<file path="src/inc/sgm_pkg.sv">
package sgm_pkg;
   // datapath widths
   localparam int unsigned CNT_W = 24;
   localparam int unsigned REG_W = 8;
   localparam int unsigned BUS_W = 32;
   localparam int unsigned OFS_W = 8;
   localparam int unsigned PRESC_W = 3;
   localparam int unsigned IRQ_N = 3;

   // register byte offsets
   localparam logic [OFS_W-1:0] OFS_CONTROL_0 = 8'h00;
   localparam logic [OFS_W-1:0] OFS_CONTROL_1 = 8'h04;
   localparam logic [OFS_W-1:0] OFS_STATUS = 8'h08;
   localparam logic [OFS_W-1:0] OFS_COUNTER = 8'h0C;
   localparam logic [OFS_W-1:0] OFS_PERIOD_LATCH = 8'h10;
   localparam logic [OFS_W-1:0] OFS_WIDTH_LATCH = 8'h14;
   localparam logic [OFS_W-1:0] OFS_PERIOD_LIMIT = 8'h18;
   localparam logic [OFS_W-1:0] OFS_IRQ_FLAG = 8'h1C;
   localparam logic [OFS_W-1:0] OFS_IRQ_ENABLE = 8'h20;

   // irq flag / enable bit positions
   localparam int unsigned IRQ_WIDTH_BIT = 0;
   localparam int unsigned IRQ_PERIOD_BIT = 1;
   localparam int unsigned IRQ_MATCH_BIT = 2;

   // reset values
   localparam logic [CNT_W-1:0] CNT_ZERO = 24'h00_0000;
   localparam logic [CNT_W-1:0] CNT_ONE = 24'h00_0001;
   localparam logic [CNT_W-1:0] PERIOD_LIMIT_RST = 24'hFF_FFFF;
   localparam logic [REG_W-1:0] REG_RST = 8'h00;
   localparam logic [IRQ_N-1:0] IRQ_RST = 3'h0;
   localparam logic [BUS_W-1:0] BUS_ZERO = 32'h0000_0000;

   // prescaler terminal counts for 1:1, 1:2, 1:4, 1:8
   localparam logic [PRESC_W-1:0] PRESC_MAX_DIV1 = 3'h0;
   localparam logic [PRESC_W-1:0] PRESC_MAX_DIV2 = 3'h1;
   localparam logic [PRESC_W-1:0] PRESC_MAX_DIV4 = 3'h3;
   localparam logic [PRESC_W-1:0] PRESC_MAX_DIV8 = 3'h7;

   // ahb-lite
   localparam int unsigned HTRANS_ACTIVE_BIT = 1;
   localparam logic HRESP_OKAY = 1'b0;

   // operating modes; 4'hB..4'hF are reserved
   typedef enum logic [3:0] {
      MODE_TIMER = 4'h0,
      MODE_GATED_TIMER = 4'h1,
      MODE_PERIOD_DUTY = 4'h2,
      MODE_HIGH_LOW = 4'h3,
      MODE_WIN_MEASURE = 4'h4,
      MODE_GATED_WIN = 4'h5,
      MODE_TOF = 4'h6,
      MODE_CAPTURE = 4'h7,
      MODE_COUNTER = 4'h8,
      MODE_GATED_CNT = 4'h9,
      MODE_WIN_CNT = 4'hA
   } sgm_mode_t;

   // control register 0 layout
   typedef struct packed {
      logic en;
      logic rsv;
      logic halt_at_period;
      logic window_invert;
      logic signal_invert;
      logic clock_edge_invert;
      logic [1:0] clock_prescale_sel;
   } sgm_ctl0_t;

   // control register 1 layout
   typedef struct packed {
      logic run_bit;
      logic repeat_acq;
      logic [1:0] rsv;
      logic [3:0] mode;
   } sgm_ctl1_t;

   // status register layout
   typedef struct packed {
      logic manual_period_copy;
      logic manual_width_copy;
      logic manual_clear;
      logic [1:0] rsv;
      logic running_flag;
      logic window_open_flag;
      logic acquire_busy_flag;
   } sgm_stat_t;
endpackage

</file>
<file path="src/logic/sgm_signal_measurement_timer.sv">
`timescale 1ns/1ps
module sgm_signal_measurement_timer (
   // clock, reset, enable
   input wire logic i_clk_sys,
   input wire logic i_arst_n,
   input wire logic i_ce,
   // measured inputs from pins or other peripherals
   input wire logic i_window_input,
   input wire logic i_signal_input,
   input wire logic i_meas_clk,
   // ahb-lite slave
   input wire logic i_hsel,
   input wire logic [sgm_pkg::BUS_W-1:0] i_haddr,
   input wire logic [1:0] i_htrans,
   input wire logic i_hwrite,
   input wire logic [2:0] i_hsize,
   input wire logic [sgm_pkg::BUS_W-1:0] i_hwdata,
   input wire logic i_hready,
   output logic o_hreadyout,
   output logic o_hresp,
   output logic [sgm_pkg::BUS_W-1:0] o_hrdata,
   // interrupt triggers and clock request
   output logic o_irq_width_acq,
   output logic o_irq_period_acq,
   output logic o_irq_match,
   output logic o_meas_clk_req
);
   import sgm_pkg::*;

   typedef enum logic [2:0] {
      ST_IDLE = 3'b001,
      ST_WAIT = 3'b010,
      ST_ACTIVE = 3'b100
   } sgm_state_t;

   // synchroniser and edge history
   logic [1:0] win_sync, sig_sync, clk_sync;
   logic win_prev, sig_prev, clk_prev;
   logic next_win_prev, next_sig_prev, next_clk_prev;
   logic win_lvl, sig_lvl, clk_lvl;
   logic win_rise, win_fall, sig_rise, clk_edge;

   // core state
   sgm_state_t state, next_state;
   sgm_ctl0_t ctl0, next_ctl0;
   sgm_ctl1_t ctl1, next_ctl1;
   sgm_stat_t stat, next_stat;
   logic [CNT_W-1:0] measure_counter, next_measure_counter;
   logic [CNT_W-1:0] period_latch, next_period_latch;
   logic [CNT_W-1:0] pulse_width_latch, next_pulse_width_latch;
   logic [CNT_W-1:0] period_limit, next_period_limit;
   logic [PRESC_W-1:0] presc_cnt, next_presc_cnt;
   logic [IRQ_N-1:0] irq_flag, next_irq_flag;
   logic [IRQ_N-1:0] irq_enable, next_irq_enable;
   logic next_irq_width, next_irq_period, next_irq_match, next_clk_req;

   // bus state
   logic dph, next_dph;
   logic dwrite, next_dwrite;
   logic dlegal, next_dlegal;
   logic [OFS_W-1:0] dofs, next_dofs;
   logic next_hreadyout;
   logic [BUS_W-1:0] next_hrdata;
   logic wr_stb;

   // status fields derived from live state
   logic running, window_open, acq_busy;

   // two-flop synchronisers; the first stage feeds only the second
   always_ff @(posedge i_clk_sys or negedge i_arst_n) begin
      if (!i_arst_n) begin
         win_sync <= 2'h0;
         sig_sync <= 2'h0;
         clk_sync <= 2'h0;
      end else if (i_ce) begin
         win_sync <= {win_sync[0], i_window_input};
         sig_sync <= {sig_sync[0], i_signal_input};
         clk_sync <= {clk_sync[0], i_meas_clk};
      end
   end

   // polarity before edge detection, so inverted inputs see the active edge
   always_comb begin
      win_lvl = win_sync[1] ^ ctl0.window_invert;
      sig_lvl = sig_sync[1] ^ ctl0.signal_invert;
      clk_lvl = clk_sync[1] ^ ctl0.clock_edge_invert;
      win_rise = win_lvl & ~win_prev;
      win_fall = ~win_lvl & win_prev;
      sig_rise = sig_lvl & ~sig_prev;
      clk_edge = clk_lvl & ~clk_prev;
      // history tracks the input while disabled: no false edge on enable
      next_win_prev = win_lvl;
      next_sig_prev = sig_lvl;
      next_clk_prev = clk_lvl;
      running = ctl0.en & ctl1.run_bit & (state == ST_ACTIVE);
      window_open = ctl0.en & win_lvl;
      acq_busy = ctl0.en & (state != ST_IDLE);
   end

   always_ff @(posedge i_clk_sys or negedge i_arst_n) begin
      if (!i_arst_n) begin
         win_prev <= 1'b0;
         sig_prev <= 1'b0;
         clk_prev <= 1'b0;
      end else if (i_ce) begin
         win_prev <= next_win_prev;
         sig_prev <= next_sig_prev;
         clk_prev <= next_clk_prev;
      end
   end

   // ahb-lite slave: one wait state per transfer, data from a flop
   always_comb begin
      logic accept;
      accept = i_hsel & i_hready & i_htrans[HTRANS_ACTIVE_BIT];
      next_dph = accept;
      next_dwrite = accept ? i_hwrite : dwrite;
      next_dofs = accept ? i_haddr[OFS_W-1:0] : dofs;
      next_dlegal = accept ? (i_haddr[BUS_W-1:OFS_W] == '0) : dlegal;
      next_hreadyout = accept ? 1'b0 : (dph ? 1'b1 : o_hreadyout);
      next_hrdata = o_hrdata;
      wr_stb = dph & dwrite & dlegal;
      if (dph & ~dwrite) begin
         next_hrdata = BUS_ZERO; // unmapped reads return zero
         if (dlegal) begin
            unique case (dofs)
               OFS_CONTROL_0: next_hrdata = {24'h00_0000, ctl0};
               OFS_CONTROL_1: next_hrdata = {24'h00_0000, ctl1};
               OFS_STATUS: next_hrdata = {24'h00_0000, stat.manual_period_copy,
                  stat.manual_width_copy, stat.manual_clear, 2'h0,
                  running, window_open, acq_busy};
               OFS_COUNTER: next_hrdata = {8'h00, measure_counter};
               OFS_PERIOD_LATCH: next_hrdata = {8'h00, period_latch};
               OFS_WIDTH_LATCH: next_hrdata = {8'h00, pulse_width_latch};
               OFS_PERIOD_LIMIT: next_hrdata = {8'h00, period_limit};
               OFS_IRQ_FLAG: next_hrdata = {29'h0000_0000, irq_flag};
               OFS_IRQ_ENABLE: next_hrdata = {29'h0000_0000, irq_enable};
               default: next_hrdata = BUS_ZERO;
            endcase
         end
      end
   end

   always_ff @(posedge i_clk_sys or negedge i_arst_n) begin
      if (!i_arst_n) begin
         dph <= 1'b0;
         dwrite <= 1'b0;
         dlegal <= 1'b0;
         dofs <= OFS_CONTROL_0;
         o_hreadyout <= 1'b1;
         o_hresp <= HRESP_OKAY;
         o_hrdata <= BUS_ZERO;
      end else if (i_ce) begin
         dph <= next_dph;
         dwrite <= next_dwrite;
         dlegal <= next_dlegal;
         dofs <= next_dofs;
         o_hreadyout <= next_hreadyout;
         o_hresp <= HRESP_OKAY;
         o_hrdata <= next_hrdata;
      end
   end

   // measurement core: prescaler, mode sequencing, latches, flags
   always_comb begin
      logic tick, inc, clr, ld_cpr, ld_cpw, match, hw_stop;
      logic [PRESC_W-1:0] presc_max;
      logic [IRQ_N-1:0] irq_evt;
      tick = 1'b0;
      inc = 1'b0;
      clr = 1'b0;
      ld_cpr = 1'b0;
      ld_cpw = 1'b0;
      match = 1'b0;
      hw_stop = 1'b0;
      presc_max = PRESC_MAX_DIV1;
      irq_evt = IRQ_RST;
      next_state = state;
      next_ctl0 = ctl0;
      next_ctl1 = ctl1;
      next_stat = stat;
      next_measure_counter = measure_counter;
      next_period_latch = period_latch;
      next_pulse_width_latch = pulse_width_latch;
      next_period_limit = period_limit;
      next_presc_cnt = presc_cnt;
      next_irq_enable = irq_enable;

      unique case (ctl0.clock_prescale_sel)
         2'h0: presc_max = PRESC_MAX_DIV1;
         2'h1: presc_max = PRESC_MAX_DIV2;
         2'h2: presc_max = PRESC_MAX_DIV4;
         2'h3: presc_max = PRESC_MAX_DIV8;
      endcase

      if (!ctl0.en) begin
         // internal state only; register contents stay as written
         next_state = ST_IDLE;
         next_presc_cnt = '0;
      end else begin
         if (ctl1.run_bit && clk_edge) begin
            if (presc_cnt == presc_max) begin
               tick = 1'b1;
               next_presc_cnt = '0;
            end else begin
               next_presc_cnt = presc_cnt + 3'h1;
            end
         end
         unique case (state)
            ST_IDLE: begin
               if (ctl1.run_bit) begin
                  // modes that start on run rather than on a window edge
                  if (ctl1.mode == MODE_CAPTURE || ctl1.mode == MODE_COUNTER ||
                      ctl1.mode < MODE_WIN_MEASURE) begin
                     next_state = ST_ACTIVE;
                  end else begin
                     next_state = ST_WAIT;
                  end
               end
            end
            ST_WAIT: begin
               if (!ctl1.run_bit) begin
                  next_state = ST_IDLE;
               end else if (win_rise) begin
                  next_state = ST_ACTIVE;
               end
            end
            ST_ACTIVE: begin
               if (!ctl1.run_bit) begin
                  next_state = ST_IDLE;
               end else begin
                  unique case (ctl1.mode)
                     MODE_GATED_WIN: begin
                        inc = tick & sig_lvl;
                        ld_cpr = win_rise;
                        clr = win_rise;
                     end
                     MODE_TOF: begin
                        inc = tick;
                        if (sig_rise) begin
                           ld_cpr = 1'b1;
                           clr = 1'b1;
                           next_state = ST_WAIT;
                        end else if (win_rise) begin
                           ld_cpw = 1'b1;
                           clr = 1'b1;
                        end
                     end
                     MODE_CAPTURE: begin
                        inc = tick;
                        ld_cpr = win_rise;
                        ld_cpw = win_fall;
                     end
                     MODE_COUNTER: begin
                        inc = sig_rise;
                        ld_cpw = win_fall;
                     end
                     MODE_GATED_CNT: begin
                        inc = sig_rise & win_lvl;
                        if (win_fall) begin
                           ld_cpw = 1'b1;
                           next_state = ST_WAIT;
                        end
                     end
                     MODE_WIN_CNT: begin
                        inc = sig_rise;
                        ld_cpw = win_fall;
                        ld_cpr = win_rise;
                        clr = win_rise;
                     end
                     MODE_TIMER, MODE_GATED_TIMER, MODE_PERIOD_DUTY,
                     MODE_HIGH_LOW, MODE_WIN_MEASURE: begin
                        inc = tick; // basic timing only in these modes
                     end
                     default: inc = 1'b0;
                  endcase
               end
            end
            default: next_state = ST_IDLE;
         endcase
         hw_stop = (ld_cpr | ld_cpw) & ~ctl1.repeat_acq;
         if (hw_stop) begin
            next_state = ST_IDLE;
            next_ctl1.run_bit = 1'b0;
         end
      end

      // counting with period match, then hardware clear
      if (inc) begin
         if (measure_counter == period_limit) begin
            match = 1'b1;
            if (!ctl0.halt_at_period) begin
               next_measure_counter = CNT_ZERO;
            end
         end else begin
            next_measure_counter = measure_counter + CNT_ONE;
         end
      end
      if (ld_cpr) begin
         next_period_latch = measure_counter;
      end
      if (ld_cpw) begin
         next_pulse_width_latch = measure_counter;
      end
      if (clr) begin
         next_measure_counter = CNT_ZERO;
      end

      // manual requests complete in one cycle and self-clear
      if (stat.manual_period_copy) begin
         next_period_latch = measure_counter;
         next_stat.manual_period_copy = 1'b0;
      end
      if (stat.manual_width_copy) begin
         next_pulse_width_latch = measure_counter;
         next_stat.manual_width_copy = 1'b0;
      end
      if (stat.manual_clear) begin
         next_measure_counter = CNT_ZERO;
         next_stat.manual_clear = 1'b0;
      end

      irq_evt[IRQ_WIDTH_BIT] = ld_cpw | stat.manual_width_copy;
      irq_evt[IRQ_PERIOD_BIT] = ld_cpr | stat.manual_period_copy;
      irq_evt[IRQ_MATCH_BIT] = match;
      next_irq_flag = irq_flag | irq_evt;

      // software writes; a write to control 1 overrides a hardware stop
      if (wr_stb) begin
         unique case (dofs)
            OFS_CONTROL_0: begin
               next_ctl0 = i_hwdata[REG_W-1:0];
               next_ctl0.rsv = 1'b0;
            end
            OFS_CONTROL_1: begin
               next_ctl1 = i_hwdata[REG_W-1:0];
               next_ctl1.rsv = 2'h0;
            end
            OFS_STATUS: begin
               // writing one requests; zero leaves a pending request alone
               next_stat.manual_period_copy = stat.manual_period_copy | i_hwdata[7];
               next_stat.manual_width_copy = stat.manual_width_copy | i_hwdata[6];
               next_stat.manual_clear = stat.manual_clear | i_hwdata[5];
            end
            OFS_COUNTER: next_measure_counter = i_hwdata[CNT_W-1:0];
            OFS_PERIOD_LIMIT: next_period_limit = i_hwdata[CNT_W-1:0];
            OFS_IRQ_FLAG: begin
               // write one to clear; a same-cycle event still sets the flag
               next_irq_flag = (irq_flag & ~i_hwdata[IRQ_N-1:0]) | irq_evt;
            end
            OFS_IRQ_ENABLE: next_irq_enable = i_hwdata[IRQ_N-1:0];
            default: next_irq_enable = irq_enable;
         endcase
      end

      // triggers are formed in the system clock domain, hence already synchronous
      next_irq_width = next_irq_flag[IRQ_WIDTH_BIT] & next_irq_enable[IRQ_WIDTH_BIT];
      next_irq_period = next_irq_flag[IRQ_PERIOD_BIT] & next_irq_enable[IRQ_PERIOD_BIT];
      next_irq_match = next_irq_flag[IRQ_MATCH_BIT] & next_irq_enable[IRQ_MATCH_BIT];
      next_clk_req = next_ctl0.en;
   end

   always_ff @(posedge i_clk_sys or negedge i_arst_n) begin
      if (!i_arst_n) begin
         state <= ST_IDLE;
         ctl0 <= REG_RST;
         ctl1 <= REG_RST;
         stat <= REG_RST;
         measure_counter <= CNT_ZERO;
         period_latch <= CNT_ZERO;
         pulse_width_latch <= CNT_ZERO;
         period_limit <= PERIOD_LIMIT_RST;
         presc_cnt <= '0;
         irq_flag <= IRQ_RST;
         irq_enable <= IRQ_RST;
         o_irq_width_acq <= 1'b0;
         o_irq_period_acq <= 1'b0;
         o_irq_match <= 1'b0;
         o_meas_clk_req <= 1'b0;
      end else if (i_ce) begin
         state <= next_state;
         ctl0 <= next_ctl0;
         ctl1 <= next_ctl1;
         stat <= next_stat;
         measure_counter <= next_measure_counter;
         period_latch <= next_period_latch;
         pulse_width_latch <= next_pulse_width_latch;
         period_limit <= next_period_limit;
         presc_cnt <= next_presc_cnt;
         irq_flag <= next_irq_flag;
         irq_enable <= next_irq_enable;
         o_irq_width_acq <= next_irq_width;
         o_irq_period_acq <= next_irq_period;
         o_irq_match <= next_irq_match;
         o_meas_clk_req <= next_clk_req;
      end
   end
endmodule // sgm_signal_measurement_timer
</file>
<file path="config.mk">
export PLATFORM = sky130hd
export DESIGN_NAME = sgm_signal_measurement_timer
export DESIGN_NICKNAME = d
export VERILOG_FILES = /design/src/inc/sgm_pkg.sv /design/src/logic/sgm_signal_measurement_timer.sv
export SDC_FILE = /design/constraint.sdc
export NUM_CORES = 1
export LEC_CHECK = 0
export ABC_CLOCK_PERIOD_IN_PS = 3750
export BUFFER_PORTS_ARGS = -buffer_cell sky130_fd_sc_hd__buf_2
export CORE_MARGIN = 3
export CORE_UTILIZATION = 35
export DETAILED_ROUTE_END_ITERATION = 10
export GPL_ROUTABILITY_DRIVEN = 0
export MAX_ROUTING_LAYER = met4
export PLACE_DENSITY = 0.61
export SYNTH_ARGS = -nofsm -noshare
export SYNTH_HDL_FRONTEND = slang
export SYNTH_SLANG_ARGS = --single-unit
</file>
<file path="constraint.sdc">
create_clock -name i_clk_sys -period 3.75 [get_ports i_clk_sys]
set_input_delay 0.1875 -clock i_clk_sys [delete_from_list [all_inputs] [get_ports i_clk_sys]]
set_output_delay 0.1875 -clock i_clk_sys [all_outputs]
set_load 0.01 [all_outputs]
</file>
Word-level counts from Yosys, hierarchy flattened --
Cells that the tools add are included.
Word-level totals: bits of input ports 78, output and inout port bits 38, flip-flop bits (word level) 180, word-level logic and storage cells 202
Operators by class: bitwise logic cells 38, multiplexer cells 68, equal/unequal tests 33, add/subtract/negate cells 2, $lt $le $gt $ge 1, reduce and logical (&&, ||, !) cells 25
Operator list (count):
- 24-bit two-way mux | 12
- 24-bit case mux with 9 select lines | 1
- 3-bit two-way mux | 18
- 8-bit by 5-bit == test with 1-bit output, second input constant | 4
- 1-bit two-way mux | 28
- 24-bit by 1-bit adder with 24-bit output, second input constant | 1
- 24-bit == test | 1
- 24-bit logical NOT | 1
- 1-bit AND | 19
- 4-bit by 3-bit == test with 1-bit output, second input constant | 4
- 8-bit by 4-bit == test with 1-bit output, second input constant | 2
- 8-bit two-way mux | 2
- 4-bit == test, second input constant | 3
- 6-bit inequality test, second input constant | 2
- 3-bit case mux with 4 select lines | 1
- 2-bit AND reduction | 6
- 3-bit case mux with 3 select lines | 1
- 3-bit AND reduction | 3
- 4-bit by 2-bit == test with 1-bit output, second input constant | 2
- 8-bit by 3-bit == test with 1-bit output, second input constant | 1
- 8-bit by 6-bit == test with 1-bit output, second input constant | 1
- 8-bit logical NOT | 1
- 7-bit OR reduction | 1
- 6-bit by 3-bit inequality test with 1-bit output, second input constant | 1
- 31 further kinds | 51

Depth between registers and ports, before layout --
word-level depth 16, mapped depth 10, mapped depth without buffers 8

Least setup slack after synthesis --
OpenSTA, ideal clock, no wires.
kind register -> register, start register state[0], end register measure_counter[10], setup slack 1030 ps, arrival 2651 ps, required time 3681 ps, stages on the path, launching flop included 10, clock period less this slack 2720 ps, setup time 69 ps, path buffers 2, cell sequence dfstp_2 and4bb_4 and2_4 buf_6 o211ai_2 or3b_1 buf_6 or4_4 or4_1 nand3_1
Between the ends: word-level cells in the longest chain between the ends 8, elaborated cells between the ends (all ways) 10, classes of those cells eq/ne (1); mux (9)
Ends and longest elaborated chain:
- start, declared | line sgm_signal_measurement_timer.sv:44 | sgm_state_t state, next_state;
- start signal, assigned | line sgm_signal_measurement_timer.sv:381 | state <= next_state;
- 3-bit == test * | line sgm_signal_measurement_timer.sv:209 | unique case (state)
- 1-bit two-way mux | line sgm_signal_measurement_timer.sv:209
- 1-bit two-way mux | line sgm_signal_measurement_timer.sv:196 | if (!ctl0.en) begin
- 24-bit two-way mux | line sgm_signal_measurement_timer.sv:289 | if (inc) begin
- 24-bit two-way mux * | line sgm_signal_measurement_timer.sv:305 | if (clr) begin
- 24-bit two-way mux * | line sgm_signal_measurement_timer.sv:318 | if (stat.manual_clear) begin
- 24-bit two-way mux | line sgm_signal_measurement_timer.sv:330 | unique case (dofs)
- 24-bit two-way mux * | line sgm_signal_measurement_timer.sv:329 | if (wr_stb) begin
- end signal, assigned | line sgm_signal_measurement_timer.sv:385 | measure_counter <= next_measure_counter;
- end, declared | line sgm_signal_measurement_timer.sv:48 | logic [CNT_W-1:0] measure_counter, next_measure_counter;
Every way passes the cells marked *; elsewhere a longest branch is shown, timed or not. A chain may end at the register's enable or synchronous reset.

Worst setup path in the final report --
start register ctl0[4] in the netlist's numbering, end register measure_counter[10]
Between the ends: word-level cells in the longest chain between the ends 12, elaborated cells between the ends (all ways) 18, classes of those cells mux (15); bitwise (3)
Ends and longest elaborated chain:
- start, declared | line sgm_signal_measurement_timer.sv:45 | sgm_ctl0_t ctl0, next_ctl0;
- start signal, assigned | line sgm_signal_measurement_timer.sv:382 | ctl0 <= next_ctl0;
- 1-bit bitwise XOR * | line sgm_signal_measurement_timer.sv:84 | win_lvl = win_sync[1] ^ ctl0.window_invert;
- 1-bit AND | line sgm_signal_measurement_timer.sv:87 | win_rise = win_lvl & ~win_prev;
- 1-bit two-way mux | line sgm_signal_measurement_timer.sv:244 | end else if (win_rise) begin
- 1-bit two-way mux | line sgm_signal_measurement_timer.sv:240 | if (sig_rise) begin
- 1-bit case mux with 2 select lines | line sgm_signal_measurement_timer.sv:232 | unique case (ctl1.mode)
- 1-bit two-way mux | line sgm_signal_measurement_timer.sv:229 | if (!ctl1.run_bit) begin
- 1-bit two-way mux | line sgm_signal_measurement_timer.sv:209
- 1-bit two-way mux | line sgm_signal_measurement_timer.sv:196
- 24-bit two-way mux * | line sgm_signal_measurement_timer.sv:305
- 24-bit two-way mux * | line sgm_signal_measurement_timer.sv:318
- 24-bit two-way mux | line sgm_signal_measurement_timer.sv:330
- 24-bit two-way mux * | line sgm_signal_measurement_timer.sv:329
Marks and branches as above.

==> impl_metrics.tcl <==
set metrics [dict create \
    status "complete, no violations" \
    crit_path_end_kind "flop" \
    synth_compound_area_frac 0.164 \
    post-route-period-util 0.796 \
    drv_slew 0 \
    die_area_um2 27600 \
    initial_core_util 0.362 \
    hold_path.startpoint "i_hwdata[12]" \
    finalHoldViolations 0 \
    synth-simple-area-share 0.162 \
    crit_fanout 10 \
    fmax_mhz 335 \
    ff2ff_path_depth 7 \
    finalPower_mw 3.96 \
    dp.cells 1256 \
    synthMostInstantiatedCell "dfrtp_1" \
    cts_buffers 17 \
    cp-start-kind "flop" \
    dr.pass1.iters 5 \
    path_cells "xnor2_2 > nor2_1 > o211ai_2 > or3b_1 > or4_4 > or4_1 > nand3_1" \
    p_seq_frac 0.490 \
    worst_pin_slew_ns 0.886 \
    critPathSlowestCell "or4_4" \
    synth_top_area_frac 0.408 \
    critPathLaunch "ctl0[4]" \
    antenna_found_initial 1 \
    rsz0062_at_grt "false" \
    timing.rr.end "measure_counter[10]" \
    path_delay_family "simple AND/OR/NAND/NOR gates" \
    critPathKind "flop to flop" \
    grt_pass1_wl_um 41700 \
    wl_um 25800 \
    r2r_slack_ns 0.76 \
    drtIter0Drc 665 \
    power.leakage_nw 4.74 \
    cpPeakStageDelay_ns 0.61 \
    drcViolationCount 0 \
    clockBufferDepth 2 \
    cts_tree "built" \
    max-vdd-ir-drop_v 0.000314 \
    synth_top_family_by_area "compound AO/OA/AOI/OAI gates" \
    p_clk_frac 0.441 \
    p_sw_frac 0.251 \
    synthMuxAreaShare 0.115 \
    dp_hpwl_um 17600 \
    finalNetCount 1047 \
    avgSynthCellArea_um2 10.2 \
    setup_violations 0 \
    hold_path_end "period_limit[12]" \
    rr_startpoint "ctl0[4]" \
    yosysTopAreaCell "dfrtp_1" \
    finClkSkew_ns 0.00957 \
    vias 7351 \
    ys_warn_count 0 \
    die_w_um 166 \
    clock-root-buffer "clkbuf_16" \
    yosysSeqAreaShare 0.484 \
    hold_path.class "primary input to flop" \
    htreeDepth 4 \
    grt_max_degree 89 \
    die_h_um 166 \
    path_buf_inv 0 \
    diodes 0 \
    cts_resized 0 \
    synth_area_um2 8960 \
    max_slew_margin 0.404 \
    io_buffers 94 \
    synth_adder_area_share 0.00279 \
    area_growth_pct 17.1 \
    worstPathArrival_ns 3.36 \
    synth_edf_count 0 \
    final_cells 1304 \
    detail-route-antenna-nets 0 \
    synthArstFlopShare 1.00 \
    grt-ovfl-total 0 \
    holdPathStages 2 \
    crit_cells 7 \
    grt_pass1_vias 7340 \
    p_switching_uw 995 \
    intPower_mw 2.97 \
    num_rows 57 \
    clkSinkCount 172 \
    ioPinCount 116 \
    syn-instance-count 877 \
    wl_per_cell_um 19.8 \
    drive_above_1_share 0.292 \
    required_ns 4.12 \
    fin_tns_setup_ns 0 \
    synthTopCellsByCount "dfrtp_1 (146), nand2_1 (102), mux2_2 (90)" \
    ys.flop_type "dfrtp_1" \
    grt_use_total 0.192 \
    clk_pin_slew_ns 0.07 \
    vias_per_cell 5.64 \
    worstSkewPairLatency_ns 0.44 \
    fin_crit_ns 2.99 \
    ys_types 70 \
    powerDensity_nw_per_um2 378 \
    ys_seq_elements 172 \
    coreArea_um2 24700 \
    synth_xor_area_frac 0.0311 \
    maxCapViolCount 0 \
    power_frac_comb 0.069 \
    synth.area.top_cells "dfrtp_1 (41%), mux2_2 (11%), dfstp_2 (7.6%)" \
]
## per-layer routing
metal  wire length (µm)  GRT usage
met5                  0          -
met4                261     0.0441
met3               1120     0.0317
met2              11800      0.294
met1              12600      0.271
## metrics by stage
| step | cell area, µm² | hold slack, ns | util | setup WS (ns) |
|---|---|---|---|---|
| 2_1_floorplan | 8990 | -0.108 | - | 1.03 |
| 3_3_place_gp | 9750 | 0.312 | 0.394 | 0.868 |
| 3_5_place_dp | 9750 | 0.315 | 0.394 | 0.824 |
| 4_1_cts | 10500 | 0.000521 | 0.424 | 0.799 |
| 5_1_grt | 10500 | 0.00200 | 0.424 | 0.588 |
| 6_report | 10500 | 0.00920 | 0.424 | 0.764 |
## what timing repair did
action / in CTS / in global routing
hold buffers: 15 / 1
setup buffers: 0 / 0
setup endpoints to repair: 0 / 0
hold endpoints to repair: 85 / 1
## cell type report
class	count	area, µm²
clock buffer	21	470
clock inverter	11	110
fill	2386	14300
inverter	13	48.8
multi-input combinational	629	4310
sequential	172	4340
tap	324	405
timing repair buffer	134	817
## sequential cells by signal (all words and copies together) (netlist names), 6 cells and up
signal	cells
pulse_width_latch	24
ctl0	7
dofs	8
period_latch	24
ctl1	6
o_hrdata	24
measure_counter	24
period_limit	24
## how the worst max path moves through the flow
| stage | endpoint | slack [ns] |
|---|---|---|
| 6_report | measure_counter[10] | 0.76 |
| 5_1_grt | measure_counter[17] | 0.59 |
| 4_1_cts | measure_counter[10] | 0.80 |
| 3_5_place_dp | measure_counter[10] | 0.82 |
| 3_3_place_gp | measure_counter[10] | 0.87 |
| 2_1_floorplan | measure_counter[10] | 1.03 |
## kinds of logic (layout without fill, tap and decap cells)
group / Yosys count / in the layout
and+or+nand+nor: 284 / 284
AOI/OAI and AO/OA: 211 / 211
DFF: 172 / 172
muxes: 92 / 92
buffers and inverters: 84 / 179
xor gates and xnor gates: 31 / 31
adders and majority gates: 2 / 2
other: 1 / 9
## cell usage in the layout, fill, tap and decap left out, types with 5 or more instances in the layout
cell type	instances
a21oi_1	20
a221oi_1	26
a22o_1	28
a22oi_1	16
a31oi_1	12
and2_1	5
and3_1	13
buf_2	93
buf_4	24
clkbuf_16	17
conb_1	9
dfrtp_1	146
dfstp_2	26
dlygate4sd3_1	16
inv_1	12
mux2_2	90
nand2_1	102
nand2b_1	9
nand3_1	34
nand3b_1	5
nand4_1	14
nor2_1	32
nor2b_1	8
nor3_1	12
nor4_1	10
o211ai_1	6
o21ai_0	62
o31ai_1	7
or3_1	8
xnor2_1	28
## power by group through the flow
| stage | clock network (mW) | logic [mW] | registers (mW) |
|---|---|---|---|
| global route | 1.85 | 0.305 | 1.95 |
| global placement | 0 | 0.259 | 1.97 |
| detailed placement | 0 | 0.263 | 1.97 |
| CTS | 1.77 | 0.276 | 1.94 |
| finish | 1.75 | 0.274 | 1.94 |
| floorplan | 0 | 0.131 | 1.96 |
(Power assumes the default switching activity.)
